### src/verilog/zol_consts.svh
// register offsets, field positions, reset values and widths of the loader
`ifndef ZOL_CONSTS_SVH
`define ZOL_CONSTS_SVH

// register byte addresses on the 16-bit register port
`define ZOL_OFS_COARSE_HIGH 8'h30
`define ZOL_OFS_COARSE_LOW 8'h32
`define ZOL_OFS_FINE_BYTE3 8'h34
`define ZOL_OFS_FINE_BYTE2 8'h36
`define ZOL_OFS_FINE_BYTE1 8'h38
`define ZOL_OFS_FINE_BYTE0 8'h3a
`define ZOL_OFS_CONTROL 8'h3c
`define ZOL_OFS_LOAD_STROBE 8'h3e

// control byte field positions
`define ZOL_CTL_SEL_MSB 3
`define ZOL_CTL_SEL_LSB 0
`define ZOL_CTL_FILT_EN 4
`define ZOL_CTL_FILT_CLR 6
`define ZOL_CTL_RESET 7

// widths of the staging and working words and of the samples
`define ZOL_COARSE_W 11
`define ZOL_FINE_W 29
`define ZOL_WORD_W 40
`define ZOL_SAMP_W 16

// reset values
`define ZOL_CTL_RESET_VAL 8'h00
`define ZOL_FREQ_RESET_VAL 40'h00_0000_0000
`define ZOL_INIT_PHASE 40'h26_f369_d5c3

`endif

### src/verilog/zol_pkg.sv
// types shared by the zoom oscillator loader modules
package zol_pkg;

	// transfer codes held in the control byte
	typedef enum logic [3:0] {
		ZOL_NOP = 4'h0,
		ZOL_ST_BOTH_BOTH = 4'h1,
		ZOL_RC_C_FRQ = 4'h2,
		ZOL_RC_C_PH = 4'h3,
		ZOL_RC_F_FRQ = 4'h4,
		ZOL_RC_F_PH = 4'h5,
		ZOL_RC_CF_FRQ = 4'h6,
		ZOL_RC_CF_PH = 4'h7,
		ZOL_ST_C_BOTH = 4'h8,
		ZOL_ST_F_BOTH = 4'h9,
		ZOL_ST_C_FRQ = 4'ha,
		ZOL_ST_C_PH = 4'hb,
		ZOL_ST_F_FRQ = 4'hc,
		ZOL_ST_F_PH = 4'hd,
		ZOL_ST_CF_FRQ = 4'he,
		ZOL_ST_CF_PH = 4'hf
	} zol_sel_t;

	// decoded transfer: which halves move and in which direction
	typedef struct packed {
		logic st_c;
		logic st_f;
		logic to_frq;
		logic to_ph;
		logic rc_c;
		logic rc_f;
		logic from_ph;
	} zol_xfer_t;

endpackage : zol_pkg
### src/verilog/zol_loader.sv
// zoom oscillator loader: staging registers, transfers, control and init
//
// Overview of operation
// - four-bit select picks the copy at trigger
// - store codes copy staging into working registers
// - codes 2 to 7 copy working back to staging
// - filter bit routes mixer output through lowpass
// - clear bit zeroes filter, self-clears at trigger
// - reset bit: sync fall initializes zoom stage
// - strobe write ignores data, starts selected copy
// - strobe copy lands on next clock cycle
// - armed trigger also performs the selected copy
// - coarse staging split over two byte registers
// - fine staging split over four byte registers
// - low coarse and fine bits sit high
// - phase accumulates frequency every sample
// - write-only control byte at 3ch
// - 16-bit cycles, upper byte ignored, gaps zero
`timescale 1ns/1ps
`include "zol_consts.svh"

module zol_loader (
	// clock and reset
	input wire logic clock,
	input wire logic rst,
	// 16-bit register port
	input wire logic [7:0] reg_addr,
	input wire logic reg_wr,
	input wire logic reg_rd,
	input wire logic [15:0] reg_wdata,
	output logic [15:0] reg_rdata,
	// trigger side
	input wire logic armed,
	input wire logic trig_event,
	input wire logic trigger_sync_line,
	// complex mixer output
	input wire logic mix_valid,
	input wire logic signed [`ZOL_SAMP_W-1:0] mix_i,
	input wire logic signed [`ZOL_SAMP_W-1:0] mix_q,
	// oscillator and filtered output
	output logic [`ZOL_WORD_W-1:0] osc_phase,
	output logic [`ZOL_WORD_W-1:0] osc_freq,
	output logic zoom_valid,
	output logic signed [`ZOL_SAMP_W-1:0] zoom_i,
	output logic signed [`ZOL_SAMP_W-1:0] zoom_q
);
	import zol_pkg::*;

	// ***********************************************************
	// declarations
	// ***********************************************************

	logic [`ZOL_COARSE_W-1:0] coarse_ff; // coarse staging
	logic [`ZOL_FINE_W-1:0] fine_ff; // fine staging
	logic [7:0] ctl_ff; // control byte
	logic strobe_ff; // strobe write waiting one cycle
	logic [`ZOL_WORD_W-1:0] freq_ff; // working frequency
	logic [15:0] rdata_ff; // read answer
	logic sync_s1_ff; // sync line, first stage only
	logic sync_s2_ff; // sync line, usable
	logic sync_s3_ff; // previous usable sample
	logic [`ZOL_WORD_W-1:0] phase_w; // working phase
	logic fire; // a transfer happens this cycle
	logic init; // stage initializes this cycle
	logic wr_ctl; // control byte write
	logic ph_load; // phase load toward the nco
	logic [`ZOL_WORD_W-1:0] nxt_phase;
	logic [`ZOL_WORD_W-1:0] nxt_freq;
	zol_xfer_t xf; // decoded select
	zol_sel_t sel;

	// ***********************************************************
	// helpers
	// ***********************************************************

	// decode the select field into halves and direction
	// all sixteen codes are legal, so the case needs no default
	function automatic zol_xfer_t decode(input zol_sel_t s);
		zol_xfer_t d;
		d = '0;
		unique case (s)
			ZOL_NOP: d = '0;
			ZOL_ST_BOTH_BOTH: d = 7'b1111000;
			ZOL_RC_C_FRQ: d = 7'b0000100;
			ZOL_RC_C_PH: d = 7'b0000101;
			ZOL_RC_F_FRQ: d = 7'b0000010;
			ZOL_RC_F_PH: d = 7'b0000011;
			ZOL_RC_CF_FRQ: d = 7'b0000110;
			ZOL_RC_CF_PH: d = 7'b0000111;
			ZOL_ST_C_BOTH: d = 7'b1011000;
			ZOL_ST_F_BOTH: d = 7'b0111000;
			ZOL_ST_C_FRQ: d = 7'b1010000;
			ZOL_ST_C_PH: d = 7'b1001000;
			ZOL_ST_F_FRQ: d = 7'b0110000;
			ZOL_ST_F_PH: d = 7'b0101000;
			ZOL_ST_CF_FRQ: d = 7'b1110000;
			ZOL_ST_CF_PH: d = 7'b1101000;
		endcase
		decode = d;
	endfunction : decode

	// replace the coarse and/or fine half of a working word
	// coarse fills the top eleven bits, fine the low twenty-nine
	function automatic logic [`ZOL_WORD_W-1:0] merge(
		input logic [`ZOL_WORD_W-1:0] w,
		input logic [`ZOL_COARSE_W-1:0] c,
		input logic [`ZOL_FINE_W-1:0] f,
		input logic use_c,
		input logic use_f);
		logic [`ZOL_WORD_W-1:0] r;
		r = w;
		if (use_c) begin
			r[`ZOL_WORD_W-1:`ZOL_FINE_W] = c;
		end
		if (use_f) begin
			r[`ZOL_FINE_W-1:0] = f;
		end
		merge = r;
	endfunction : merge

	// ***********************************************************
	// trigger sources
	// ***********************************************************

	// sync pin arrives from outside: two stages before any use
	// the third stage only remembers the last synchronised level, so the
	// edge is taken between two clean samples; reset high avoids a false
	// fall when the pin idles high after reset
	always_ff @(posedge clock or posedge rst) begin
		if (rst) begin
			sync_s1_ff <= 1'b1;
			sync_s2_ff <= 1'b1;
			sync_s3_ff <= 1'b1;
		end else begin
			sync_s1_ff <= trigger_sync_line;
			sync_s2_ff <= sync_s1_ff;
			sync_s3_ff <= sync_s2_ff;
		end
	end

	// falling sync edge with reset bit set initializes the stage
	assign init = ctl_ff[`ZOL_CTL_RESET] & sync_s3_ff & ~sync_s2_ff;

	// a strobe waits one cycle in strobe_ff; a trigger landing on that
	// cycle is folded into the same copy rather than run twice
	// strobe waiting and armed trigger merge into one transfer
	assign fire = strobe_ff | (armed & trig_event);
	assign wr_ctl = reg_wr & (reg_addr == `ZOL_OFS_CONTROL);

	// strobe write: data ignored, copy one cycle later
	// the data bus is not looked at: any write to the strobe address counts
	always_ff @(posedge clock or posedge rst) begin
		if (rst) begin
			strobe_ff <= 1'b0;
		end else begin
			strobe_ff <= reg_wr & (reg_addr == `ZOL_OFS_LOAD_STROBE);
		end
	end

	// ***********************************************************
	// control byte
	// ***********************************************************

	// write-only; clear bit drops itself when a transfer fires
	// init outranks a bus write so a sync fall always leaves a clean byte
	always_ff @(posedge clock or posedge rst) begin
		if (rst) begin
			ctl_ff <= `ZOL_CTL_RESET_VAL;
		end else if (init) begin
			ctl_ff <= `ZOL_CTL_RESET_VAL;
		end else if (wr_ctl) begin
			// a fresh write wins over the self-clear in the same cycle
			ctl_ff <= reg_wdata[7:0];
		end else if (fire) begin
			ctl_ff[`ZOL_CTL_FILT_CLR] <= 1'b0;
		end
	end

	assign sel = zol_sel_t'(ctl_ff[`ZOL_CTL_SEL_MSB:`ZOL_CTL_SEL_LSB]);
	assign xf = decode(sel);

	// ***********************************************************
	// staging registers
	// ***********************************************************

	// bus writes and recall copies; the copy wins on a collision
	// limitation: software must not write staging while a recall is due,
	// the bus write of that cycle is dropped
	always_ff @(posedge clock or posedge rst) begin
		if (rst) begin
			coarse_ff <= '0;
			fine_ff <= '0;
		end else if (fire && (xf.rc_c || xf.rc_f)) begin
			if (xf.rc_c) begin
				coarse_ff <= xf.from_ph ? phase_w[`ZOL_WORD_W-1:`ZOL_FINE_W]
					: freq_ff[`ZOL_WORD_W-1:`ZOL_FINE_W];
			end
			if (xf.rc_f) begin
				fine_ff <= xf.from_ph ? phase_w[`ZOL_FINE_W-1:0]
					: freq_ff[`ZOL_FINE_W-1:0];
			end
		end else if (reg_wr) begin
			unique case (reg_addr)
				`ZOL_OFS_COARSE_HIGH: coarse_ff[10:3] <= reg_wdata[7:0];
				`ZOL_OFS_COARSE_LOW: coarse_ff[2:0] <= reg_wdata[7:5];
				`ZOL_OFS_FINE_BYTE3: fine_ff[28:21] <= reg_wdata[7:0];
				`ZOL_OFS_FINE_BYTE2: fine_ff[20:13] <= reg_wdata[7:0];
				`ZOL_OFS_FINE_BYTE1: fine_ff[12:5] <= reg_wdata[7:0];
				`ZOL_OFS_FINE_BYTE0: fine_ff[4:0] <= reg_wdata[7:3];
				default: ; // other addresses leave staging alone
			endcase
		end
	end

	// ***********************************************************
	// working registers
	// ***********************************************************

	// a phase load is taken only on init or for store codes aimed at phase; recall
	// codes read the working words and leave them untouched
	// store copies build the next working words
	always_comb begin
		nxt_freq = merge(freq_ff, coarse_ff, fine_ff, xf.st_c, xf.st_f);
		nxt_phase = merge(phase_w, coarse_ff, fine_ff, xf.st_c, xf.st_f);
		ph_load = init | (fire & xf.to_ph & (xf.st_c | xf.st_f));
		if (init) begin
			nxt_phase = `ZOL_INIT_PHASE;
		end
	end

	// frequency: zeroed by init, replaced by a store
	// init wins over a store fired in the same cycle
	always_ff @(posedge clock or posedge rst) begin
		if (rst) begin
			freq_ff <= `ZOL_FREQ_RESET_VAL;
		end else if (init) begin
			freq_ff <= `ZOL_FREQ_RESET_VAL;
		end else if (fire && xf.to_frq) begin
			freq_ff <= nxt_freq;
		end
	end

	// phase lives in the accumulator so loads and steps never fight
	// sample_en steps the accumulator once per mixer sample
	zol_nco u_nco (
		.clock(clock),
		.rst(rst),
		.sample_en(mix_valid),
		.freq(freq_ff),
		.load(ph_load),
		.load_val(nxt_phase),
		.phase(phase_w)
	);

	assign osc_phase = phase_w;
	assign osc_freq = freq_ff;

	// ***********************************************************
	// lowpass
	// ***********************************************************

	// clear on a transfer with the clear bit, or on init
	// the filter bit is read live, so a bypass change acts on the next sample
	zol_lpf u_lpf (
		.clock(clock),
		.rst(rst),
		.enable(ctl_ff[`ZOL_CTL_FILT_EN]),
		.clear(init | (fire & ctl_ff[`ZOL_CTL_FILT_CLR])),
		.in_valid(mix_valid),
		.in_i(mix_i),
		.in_q(mix_q),
		.out_valid(zoom_valid),
		.out_i(zoom_i),
		.out_q(zoom_q)
	);

	// ***********************************************************
	// read path
	// ***********************************************************

	// one cycle read latency; upper byte and gaps read zero
	// the read answer is registered so reg_rdata comes from a flip-flop
	always_ff @(posedge clock or posedge rst) begin
		if (rst) begin
			rdata_ff <= 16'h0000;
		end else if (reg_rd) begin
			unique case (reg_addr)
				`ZOL_OFS_COARSE_HIGH: rdata_ff <= {8'h00, coarse_ff[10:3]};
				`ZOL_OFS_COARSE_LOW: rdata_ff <= {8'h00, coarse_ff[2:0], 5'h0};
				`ZOL_OFS_FINE_BYTE3: rdata_ff <= {8'h00, fine_ff[28:21]};
				`ZOL_OFS_FINE_BYTE2: rdata_ff <= {8'h00, fine_ff[20:13]};
				`ZOL_OFS_FINE_BYTE1: rdata_ff <= {8'h00, fine_ff[12:5]};
				`ZOL_OFS_FINE_BYTE0: rdata_ff <= {8'h00, fine_ff[4:0], 3'h0};
				// write-only and unmapped addresses answer zero
				default: rdata_ff <= 16'h0000;
			endcase
		end
	end

	assign reg_rdata = rdata_ff;

endmodule : zol_loader

### src/verilog/zol_lpf.sv
// half-band lowpass on the complex mixer output, with bypass and clear
`timescale 1ns/1ps
`include "zol_consts.svh"

module zol_lpf (
	// clock and reset
	input wire logic clock,
	input wire logic rst,
	// control
	input wire logic enable,
	input wire logic clear,
	// complex input
	input wire logic in_valid,
	input wire logic signed [`ZOL_SAMP_W-1:0] in_i,
	input wire logic signed [`ZOL_SAMP_W-1:0] in_q,
	// complex output
	output logic out_valid,
	output logic signed [`ZOL_SAMP_W-1:0] out_i,
	output logic signed [`ZOL_SAMP_W-1:0] out_q
);
	import zol_pkg::*;

	// ***********************************************************
	// filter state
	// ***********************************************************

	logic signed [`ZOL_SAMP_W-1:0] i1_ff; // i delay line
	logic signed [`ZOL_SAMP_W-1:0] i2_ff;
	logic signed [`ZOL_SAMP_W-1:0] q1_ff; // q delay line
	logic signed [`ZOL_SAMP_W-1:0] q2_ff;
	logic signed [`ZOL_SAMP_W-1:0] oi_ff;
	logic signed [`ZOL_SAMP_W-1:0] oq_ff;
	logic ov_ff;

	// 1-2-1 taps: null at half the rate, cheap stand-in for a half band
	function automatic logic signed [`ZOL_SAMP_W-1:0] tap3(
		input logic signed [`ZOL_SAMP_W-1:0] a,
		input logic signed [`ZOL_SAMP_W-1:0] b,
		input logic signed [`ZOL_SAMP_W-1:0] c);
		logic signed [`ZOL_SAMP_W+1:0] s;
		s = {{2{a[`ZOL_SAMP_W-1]}}, a} + {b[`ZOL_SAMP_W-1], b, 1'b0}
			+ {{2{c[`ZOL_SAMP_W-1]}}, c};
		tap3 = s[`ZOL_SAMP_W+1:2];
	endfunction : tap3

	// delay line, zeroed by clear
	always_ff @(posedge clock or posedge rst) begin
		if (rst) begin
			i1_ff <= '0;
			i2_ff <= '0;
			q1_ff <= '0;
			q2_ff <= '0;
		end else if (clear) begin
			i1_ff <= '0;
			i2_ff <= '0;
			q1_ff <= '0;
			q2_ff <= '0;
		end else if (in_valid) begin
			i1_ff <= in_i;
			i2_ff <= i1_ff;
			q1_ff <= in_q;
			q2_ff <= q1_ff;
		end
	end

	// output: filtered when enabled, straight through otherwise
	always_ff @(posedge clock or posedge rst) begin
		if (rst) begin
			oi_ff <= '0;
			oq_ff <= '0;
			ov_ff <= 1'b0;
		end else begin
			ov_ff <= in_valid;
			if (in_valid) begin
				if (enable) begin
					oi_ff <= tap3(in_i, i1_ff, i2_ff);
					oq_ff <= tap3(in_q, q1_ff, q2_ff);
				end else begin
					oi_ff <= in_i;
					oq_ff <= in_q;
				end
			end
		end
	end

	assign out_i = oi_ff;
	assign out_q = oq_ff;
	assign out_valid = ov_ff;

endmodule : zol_lpf

### src/verilog/zol_nco.sv
// phase accumulator of the zoom oscillator with a direct load port
`timescale 1ns/1ps
`include "zol_consts.svh"

module zol_nco (
	// clock and reset
	input wire logic clock,
	input wire logic rst,
	// sample pacing and step
	input wire logic sample_en,
	input wire logic [`ZOL_WORD_W-1:0] freq,
	// load of a new phase value
	input wire logic load,
	input wire logic [`ZOL_WORD_W-1:0] load_val,
	// accumulated phase
	output logic [`ZOL_WORD_W-1:0] phase
);
	import zol_pkg::*;

	// ***********************************************************
	// accumulator
	// ***********************************************************

	logic [`ZOL_WORD_W-1:0] phase_ff; // working phase

	// a load wins over the step so a new phase lands exactly
	always_ff @(posedge clock or posedge rst) begin
		if (rst) begin
			phase_ff <= `ZOL_INIT_PHASE;
		end else if (load) begin
			phase_ff <= load_val;
		end else if (sample_en) begin
			phase_ff <= phase_ff + freq;
		end
	end

	assign phase = phase_ff;

endmodule : zol_nco

### config.mk
export PLATFORM = sky130hd
export DESIGN_NAME = zol_loader
export DESIGN_NICKNAME = d
export VERILOG_FILES = /design/src/verilog/zol_pkg.sv /design/src/verilog/zol_loader.sv /design/src/verilog/zol_lpf.sv /design/src/verilog/zol_nco.sv
export VERILOG_INCLUDE_DIRS = /design/src /design/src/verilog
export SDC_FILE = /design/constraint.sdc
export NUM_CORES = 1
export LEC_CHECK = 0
export ABC_AREA = 1
export BUFFER_PORTS_ARGS = -buffer_cell sky130_fd_sc_hd__buf_2
export CORE_ASPECT_RATIO = 1.5
export CORE_MARGIN = 1.5
export CORE_UTILIZATION = 55
export DETAILED_ROUTE_END_ITERATION = 7
export HOLD_SLACK_MARGIN = 0.06
export PLACE_DENSITY_LB_ADDON = 0.05
export SETUP_SLACK_MARGIN = 0.5
export SLEW_MARGIN = 20
export SYNTH_ARGS = -nofsm -noshare
export SYNTH_HDL_FRONTEND = slang
export SYNTH_SLANG_ARGS = --single-unit
### constraint.sdc
create_clock -name clock -period 9.8 [get_ports clock]
set_clock_uncertainty 0.1 [all_clocks]
set_input_delay 0.49 -clock clock [delete_from_list [all_inputs] [get_ports clock]]
set_output_delay 0.49 -clock clock [all_outputs]
set_load 0.01 [all_outputs]
# == Yosys cells after proc, flatten, opt, wreduce, memory -nomap -nowiden ==
# Memories as Yosys holds them, arrays and structs flattened.
# Cells that the tools add are included.
# op_classes
add_sub_neg,5
muxes,37
reduce_logical,27
n_bitwise,13
eq_ne,12
# op_table
cell,count
2-to-1 mux 40 bit,5
2-to-1 mux 16 bit,10
2-to-1 mux 29 bit,5
equality test 8 x 6 -> 1 bit (second input constant),8
2-to-1 mux 11 bit,5
one-hot mux 8 bit (6 select lines),1
adder 40 bit,1
2-to-1 mux 8 bit,5
adder 16 x 17 -> 18 bit,2
adder 18 bit,2
nonzero test 2 bit,13
AND reduction 3 bit,6
AND 1 bit,8
AND reduction 2 bit,4
2-to-1 mux 6 bit,1
inequality test 3 x 2 -> 1 bit (second input constant),2
2-to-1 mux 5 bit,1
inequality test 2 bit (second input constant),2
OR 1 bit,4
2-to-1 mux 1 bit,3
2-to-1 mux 3 bit,1
nonzero test 3 bit,1
logical AND 1 bit,2
logical OR 1 bit,1
inverter 1 bit,1
# totals
ff_bits,245
rom_bits,112
elab_cells,119
n_memories,1
# memory_table
memory,words,word_bits,rd,rd_ports_with_merged_regs,write_ports,line_no,rtl
(no name shown),16,7,1,0,0,zol_loader.sv:81,unique case (s)

# == Longest topological paths before layout ==
# logic_depth
depth_word,7
mapped_depth,16
depth_no_buf,16

# == Modules after synthesis ==
# From an unflattened synthesis, not the netlist that was laid out.
# hier_totals
cells_unflattened,2420
area_unflattened_um2,16953.8
# by_module_without_submodules
module,area_per_inst_um2,n_inst,cells_per_inst
zol_lpf,6556.3,1,827
zol_loader,5764.3,1,830
zol_nco,4633.2,1,763

# == Least setup slack after synthesis ==
# No wires, ideal clock.
# synth_timing
kind,input to register
from,in mix_q[1]
to,"reg u_lpf.oq_ff[9], in the netlist u_lpf.out_q[9]"
setup_slack_ns,7.248
arrival_time_ns,2.335
n_path_buf,0
setup_time_ns,0.116
stages,16
path_cell_list,fa_1 > nand3_1 > inv_1 > fa_1 > nand2_1 > nand2_1 > o21ai_0 > o21ai_1 > nand2_1 > nand2_1 > nand3_1 > nand2_1 > nand2_1 > nand3_1 > nand2_1 > nand2_1
# synth_between
elab_chain_cells,3
# synth_rtl
element,line_no,rtl
start: declaration,zol_loader.sv:39,"input wire logic signed [`ZOL_SAMP_W-1:0] mix_q,"
adder 16 x 17 -> 18 bit,zol_lpf.sv:41,"s = {{2{a[`ZOL_SAMP_W-1]}}, a} + {b[`ZOL_SAMP_W-1], b, 1'b0}"
adder 18 bit,zol_lpf.sv:41,
2-to-1 mux 16 bit,zol_lpf.sv:75,if (enable) begin
end signal: assignment,zol_lpf.sv:77,"oq_ff <= tap3(in_q, q1_ff, q2_ff);"
end signal: assignment,zol_lpf.sv:80,oq_ff <= in_q;
end: declaration,zol_lpf.sv:32,logic signed [`ZOL_SAMP_W-1:0] oq_ff;
# No other way between the ends.
# A chain may end at the register's enable or synchronous reset.

# == Worst setup path in the final report ==
# layout_timing
from,reg sync_s3_ff
to,"reg u_nco.phase_ff[10], in the netlist u_nco.phase[10]"
# layout_between
elab_chain_cells,5
word_cells_on_any_way,8
cone_classes,eq/ne (1); mux (2); bitwise (3); reduce/logical (2)
# layout_rtl
element,line_no,rtl
start: declaration,zol_loader.sv:61,logic sync_s3_ff;
start signal: assignment,zol_loader.sv:137,sync_s3_ff <= sync_s2_ff;
AND 1 bit * (2 in a row),zol_loader.sv:142,assign init = ctl_ff[`ZOL_CTL_RESET] & sync_s3_ff & ~sync_s2_ff;
OR 1 bit,zol_loader.sv:225,ph_load = init | (fire & xf.to_ph & (xf.st_c | xf.st_f));
inequality test 3 x 2 -> 1 bit (no line) / nonzero test 2 bit (equally long branches),-,
AND reduction 2 bit (no line),-,
end signal: assignment,zol_nco.sv:29,phase_ff <= `ZOL_INIT_PHASE;
end signal: assignment,zol_nco.sv:31,phase_ff <= load_val;
end signal: assignment,zol_nco.sv:33,phase_ff <= phase_ff + freq;
end: declaration,zol_nco.sv:24,logic [`ZOL_WORD_W-1:0] phase_ff;
# Mark *: on every way between the ends. The rest lies on a longest branch, timed or not.

==> key figures <==
Run status
  – Status: complete, no violations

Synthesis
  – Syn avg cell area: between 7 and 8 um2
  – Synthesized instance count: 2,183
  – Yosys cell types: between 50 and 60
  – Ys flop type: dfrtp_1
  – Yosys reg bits: 236
  – EDFF count, synth: 0
  – Synthesized area: around 0.016 mm2
  – Seq/Total Area, Yosys: 0.375
  – Asr flop ratio synth: 1.00
  – Syn. warnings: 0

STA
  – RSZ-0062 raised after global routing: false
  – Worst relative slew slack: 0.293
  – Fmax: slightly below 0.3 GHz
  – Final setup TNS: 0 ns
  – Worst-Margin Slew: 1.06 ns
  – Final min period: approximately 3.5 ns
  – Final setup viols: 0
  – Fin crit share: 0.353
  – Final Max Slew Viols: 0
  – Final Hold Fails: 0
  – Final worst-path setup slack: 6.34 ns

Setup path
  – CP cell instances: inv_2 > nor3_4 > inv_2 > nand2_2 > inv_2 > nand2_2 > nand2_4 > inv_4 > o221ai_1 > nand2_1
  – Critical Path End Type: flop
  – CP Class: flop to flop
  – CP max-delay cell: dfstp_2
  – Crit path arrival time: between 3 and 4 ns
  – CP max stage delay: 0.54 ns
  – CP Max Fanout: 43
  – CP startpoint kind: flop
  – Most frequent CP cell: inv_2
  – Critical path required time: a little over 10 ns

Pwr
  – Leak: between 9 and 10 nW
  – PD cells: between 200 and 300 mW/mm2
  – Final Power: 5.08 mW
  – Maximum vdd drop: between 150 and 200 uV

Place
  – Port Buf Inserts: roughly 180
  – Setup slack after placement: 6.39 ns
  – Final RePlAce weighted congestion: ~0.91
  – DP HPWL: around 37,000 um

Global route
  – Gr ovfl total: 0
  – Largest net degree at the start of global routing: roughly 110
  – Vias in the first global route: between 15,000 and 20,000
  – Initial antenna violation count: 5
  – First-pass GRT wire length: around 80,000 um
  – Total Routing Usage GR: 0.344

Route
  – Avg Vias per Cell: ~5.7
  – Avg WL per Cell: roughly 19 um
  – TritonRoute pass-1 iters: 6
  – Total wire length: 50,700 um
  – Vias: between 15,000 and 20,000
  – DRC Markers: 0
  – 1st-iter DRT viols: ~980
  – Post-route ant nets: 0

Floorplan
  – DIE WIDTH: around 140 um
  – Row count: 75
  – Die H: roughly 210 um
  – Initial Utilization: 0.562
  – Core Area: 0.0282 mm2
  – Num ports: just under 200
  – Die area: between 0.02 and 0.03 mm2

Final layout
  – # nets final: 2,492
  – Reg area: between 0.005 and 0.006 mm2
  – Share of layout cells above drive strength 1: 0.126
  – Fill count: 2,599
  – Area Growth Syn to Fin: 11.3%
  – Footprint of the multi-input gates: roughly 0.0085 mm2

Clocking
  – CTS clk-pin slew, worst paths: 0.07 ns
  – Worst-Skew Late Latency: ~0.55 ns
  – Maximum buffer depth of the clock tree: 3
  – Clock H-tree levels: 1
  – Number of CTS-inserted buffers: 24
  – CTS Sinks: between 200 and 250
  – CTS tree: yes
  – CTS Root Buffer Type: clkbuf_16

Min path
  – HP Class: input pin to flop

Flow run
  – Max Cap Viol: 0
[worst max-delay path, delay by kind of cell (launching register included)]
| family | cells | cell delay, ns |
|---|---|---|
| simple gates | 5 | 1.50 |
| buf+inv | 4 | 1.07 |
| compound gates | 1 | 0.19 |
| flops | 1 | 0.54 |
[logic make-up (layout without fill, tap and decap cells)]
logic type,count (synthesis),count (layout),synth area share
DFF,236,236,0.375
and+or+nand+nor,969,969,0.246
AOI/OAI and AO/OA,482,482,0.170
buffers and inverters,360,512,0.0929
other,1,9,0.000237
xor gates and xnor gates,31,31,0.0172
adders and majority gates,104,104,0.0988
[flip-flops by register name (all words and copies together) (netlist names), 7 cells and up]
register and cells:
u_lpf.q2_ff 16, u_lpf.q1_ff 16, u_lpf.i2_ff 16, osc_freq 40
u_lpf.i1_ff 16, u_nco.phase 40, ctl_ff 7, coarse_ff 11
fine_ff 29, reg_rdata 8, u_lpf.out_q 16, u_lpf.out_i 16
[metrics by stage]
| step | util | area (um2) | hold WS [ns] | std cells |
|---|---|---|---|---|
| 3_5_place_dp | 0.598 | 16800 | 0.253 | 2642 |
| 6_report | 0.626 | 17600 | 0.113 | 2689 |
| 5_1_grt | 0.626 | 17600 | 0.126 | 2688 |
| 4_1_cts | 0.626 | 17600 | 0.103 | 2688 |
| 2_1_floorplan | - | 15900 | 0.245 | 2190 |
| 3_3_place_gp | 0.598 | 16800 | 0.256 | 2642 |
[final timing paths]
check,start,end,slack [ns],cells after the start
setup / recovery,sync_s3_ff$_DFF_PP1_,u_nco.phase[10]$_DFFE_PP1P_,6.34,10
hold / removal,reg_addr[0],strobe_ff$_DFF_PP0_,0.11,4
setup reg to reg,sync_s3_ff$_DFF_PP1_,u_nco.phase[10]$_DFFE_PP1P_,6.34,10
hold reg to reg,sync_s1_ff$_DFF_PP1_,sync_s2_ff$_DFF_PP1_,0.27,0
max in group asynchronous,rst,reg_rdata[6]$_DFFE_PP0P_,7.54,4
min in group asynchronous,rst,osc_freq[37]$_DFFE_PP0P_,0.53,3
[layer usage]
metal,global-route usage,part of all wire,vias to the layer above
li1,-,-,7330
met1,0.385,0.37,7168
met2,0.587,0.48,558
met3,0.0612,0.064,209
met4,0.249,0.083,10
met5,0,0.0011,-
[area by class of cell]
class	instances	share of cell area
multi-input combinational	1594	0.480
sequential	236	0.337
inverter	283	0.0609
timing repair buffer	185	0.0541
clock buffer	36	0.0396
tap	346	0.0246
clock inverter	8	0.00369
antenna	1	0.000142
[report_power, final]
group	leakage, nW	switching [mW]	total, mW	internal [mW]
Sequential	2.88	0.304	1.62	1.31
Combinational	6.10	1.67	2.55	0.881
Clock	0.381	0.398	0.916	0.517
Total	9.37	2.37	5.08	2.71
[placed cells by master, fill, tap and decap left out, types with 35 or more instances in the layout]
cell	netlist	final
o21ai_1	48	47
buf_2	12	176
o21ai_0	100	100
nand2_1	662	662
nand3_1	99	97
o22ai_1	58	58
ha_1	69	69
nor2_1	168	168
a21oi_1	235	235
fa_1	35	35
inv_1	269	268
dfrtp_1	211	211
[what timing repair did]
| action | in CTS | in global routing |
|---|---|---|
| resized for setup | 0 | 0 |
| hold buffers | 2 | 0 |
| setup buffers | 0 | 0 |
| endpoints found under the hold margin | 99 | 0 |
[cells in the mapped netlist, drive strengths merged (22+ instances only)]
cell,number,share of area
clkbuf,41,0.0097
a21oi,238,0.077
dfstp,25,0.042
dfrtp,211,0.33
fa,35,0.044
nand2,669,0.16
nor2,170,0.041
ha,69,0.055
o21ai,148,0.047
buf,36,0.016
nand3,101,0.033
xor2,22,0.012
inv,282,0.067
o22ai,68,0.031
Note: power is estimated with default switching activity, not from simulation.
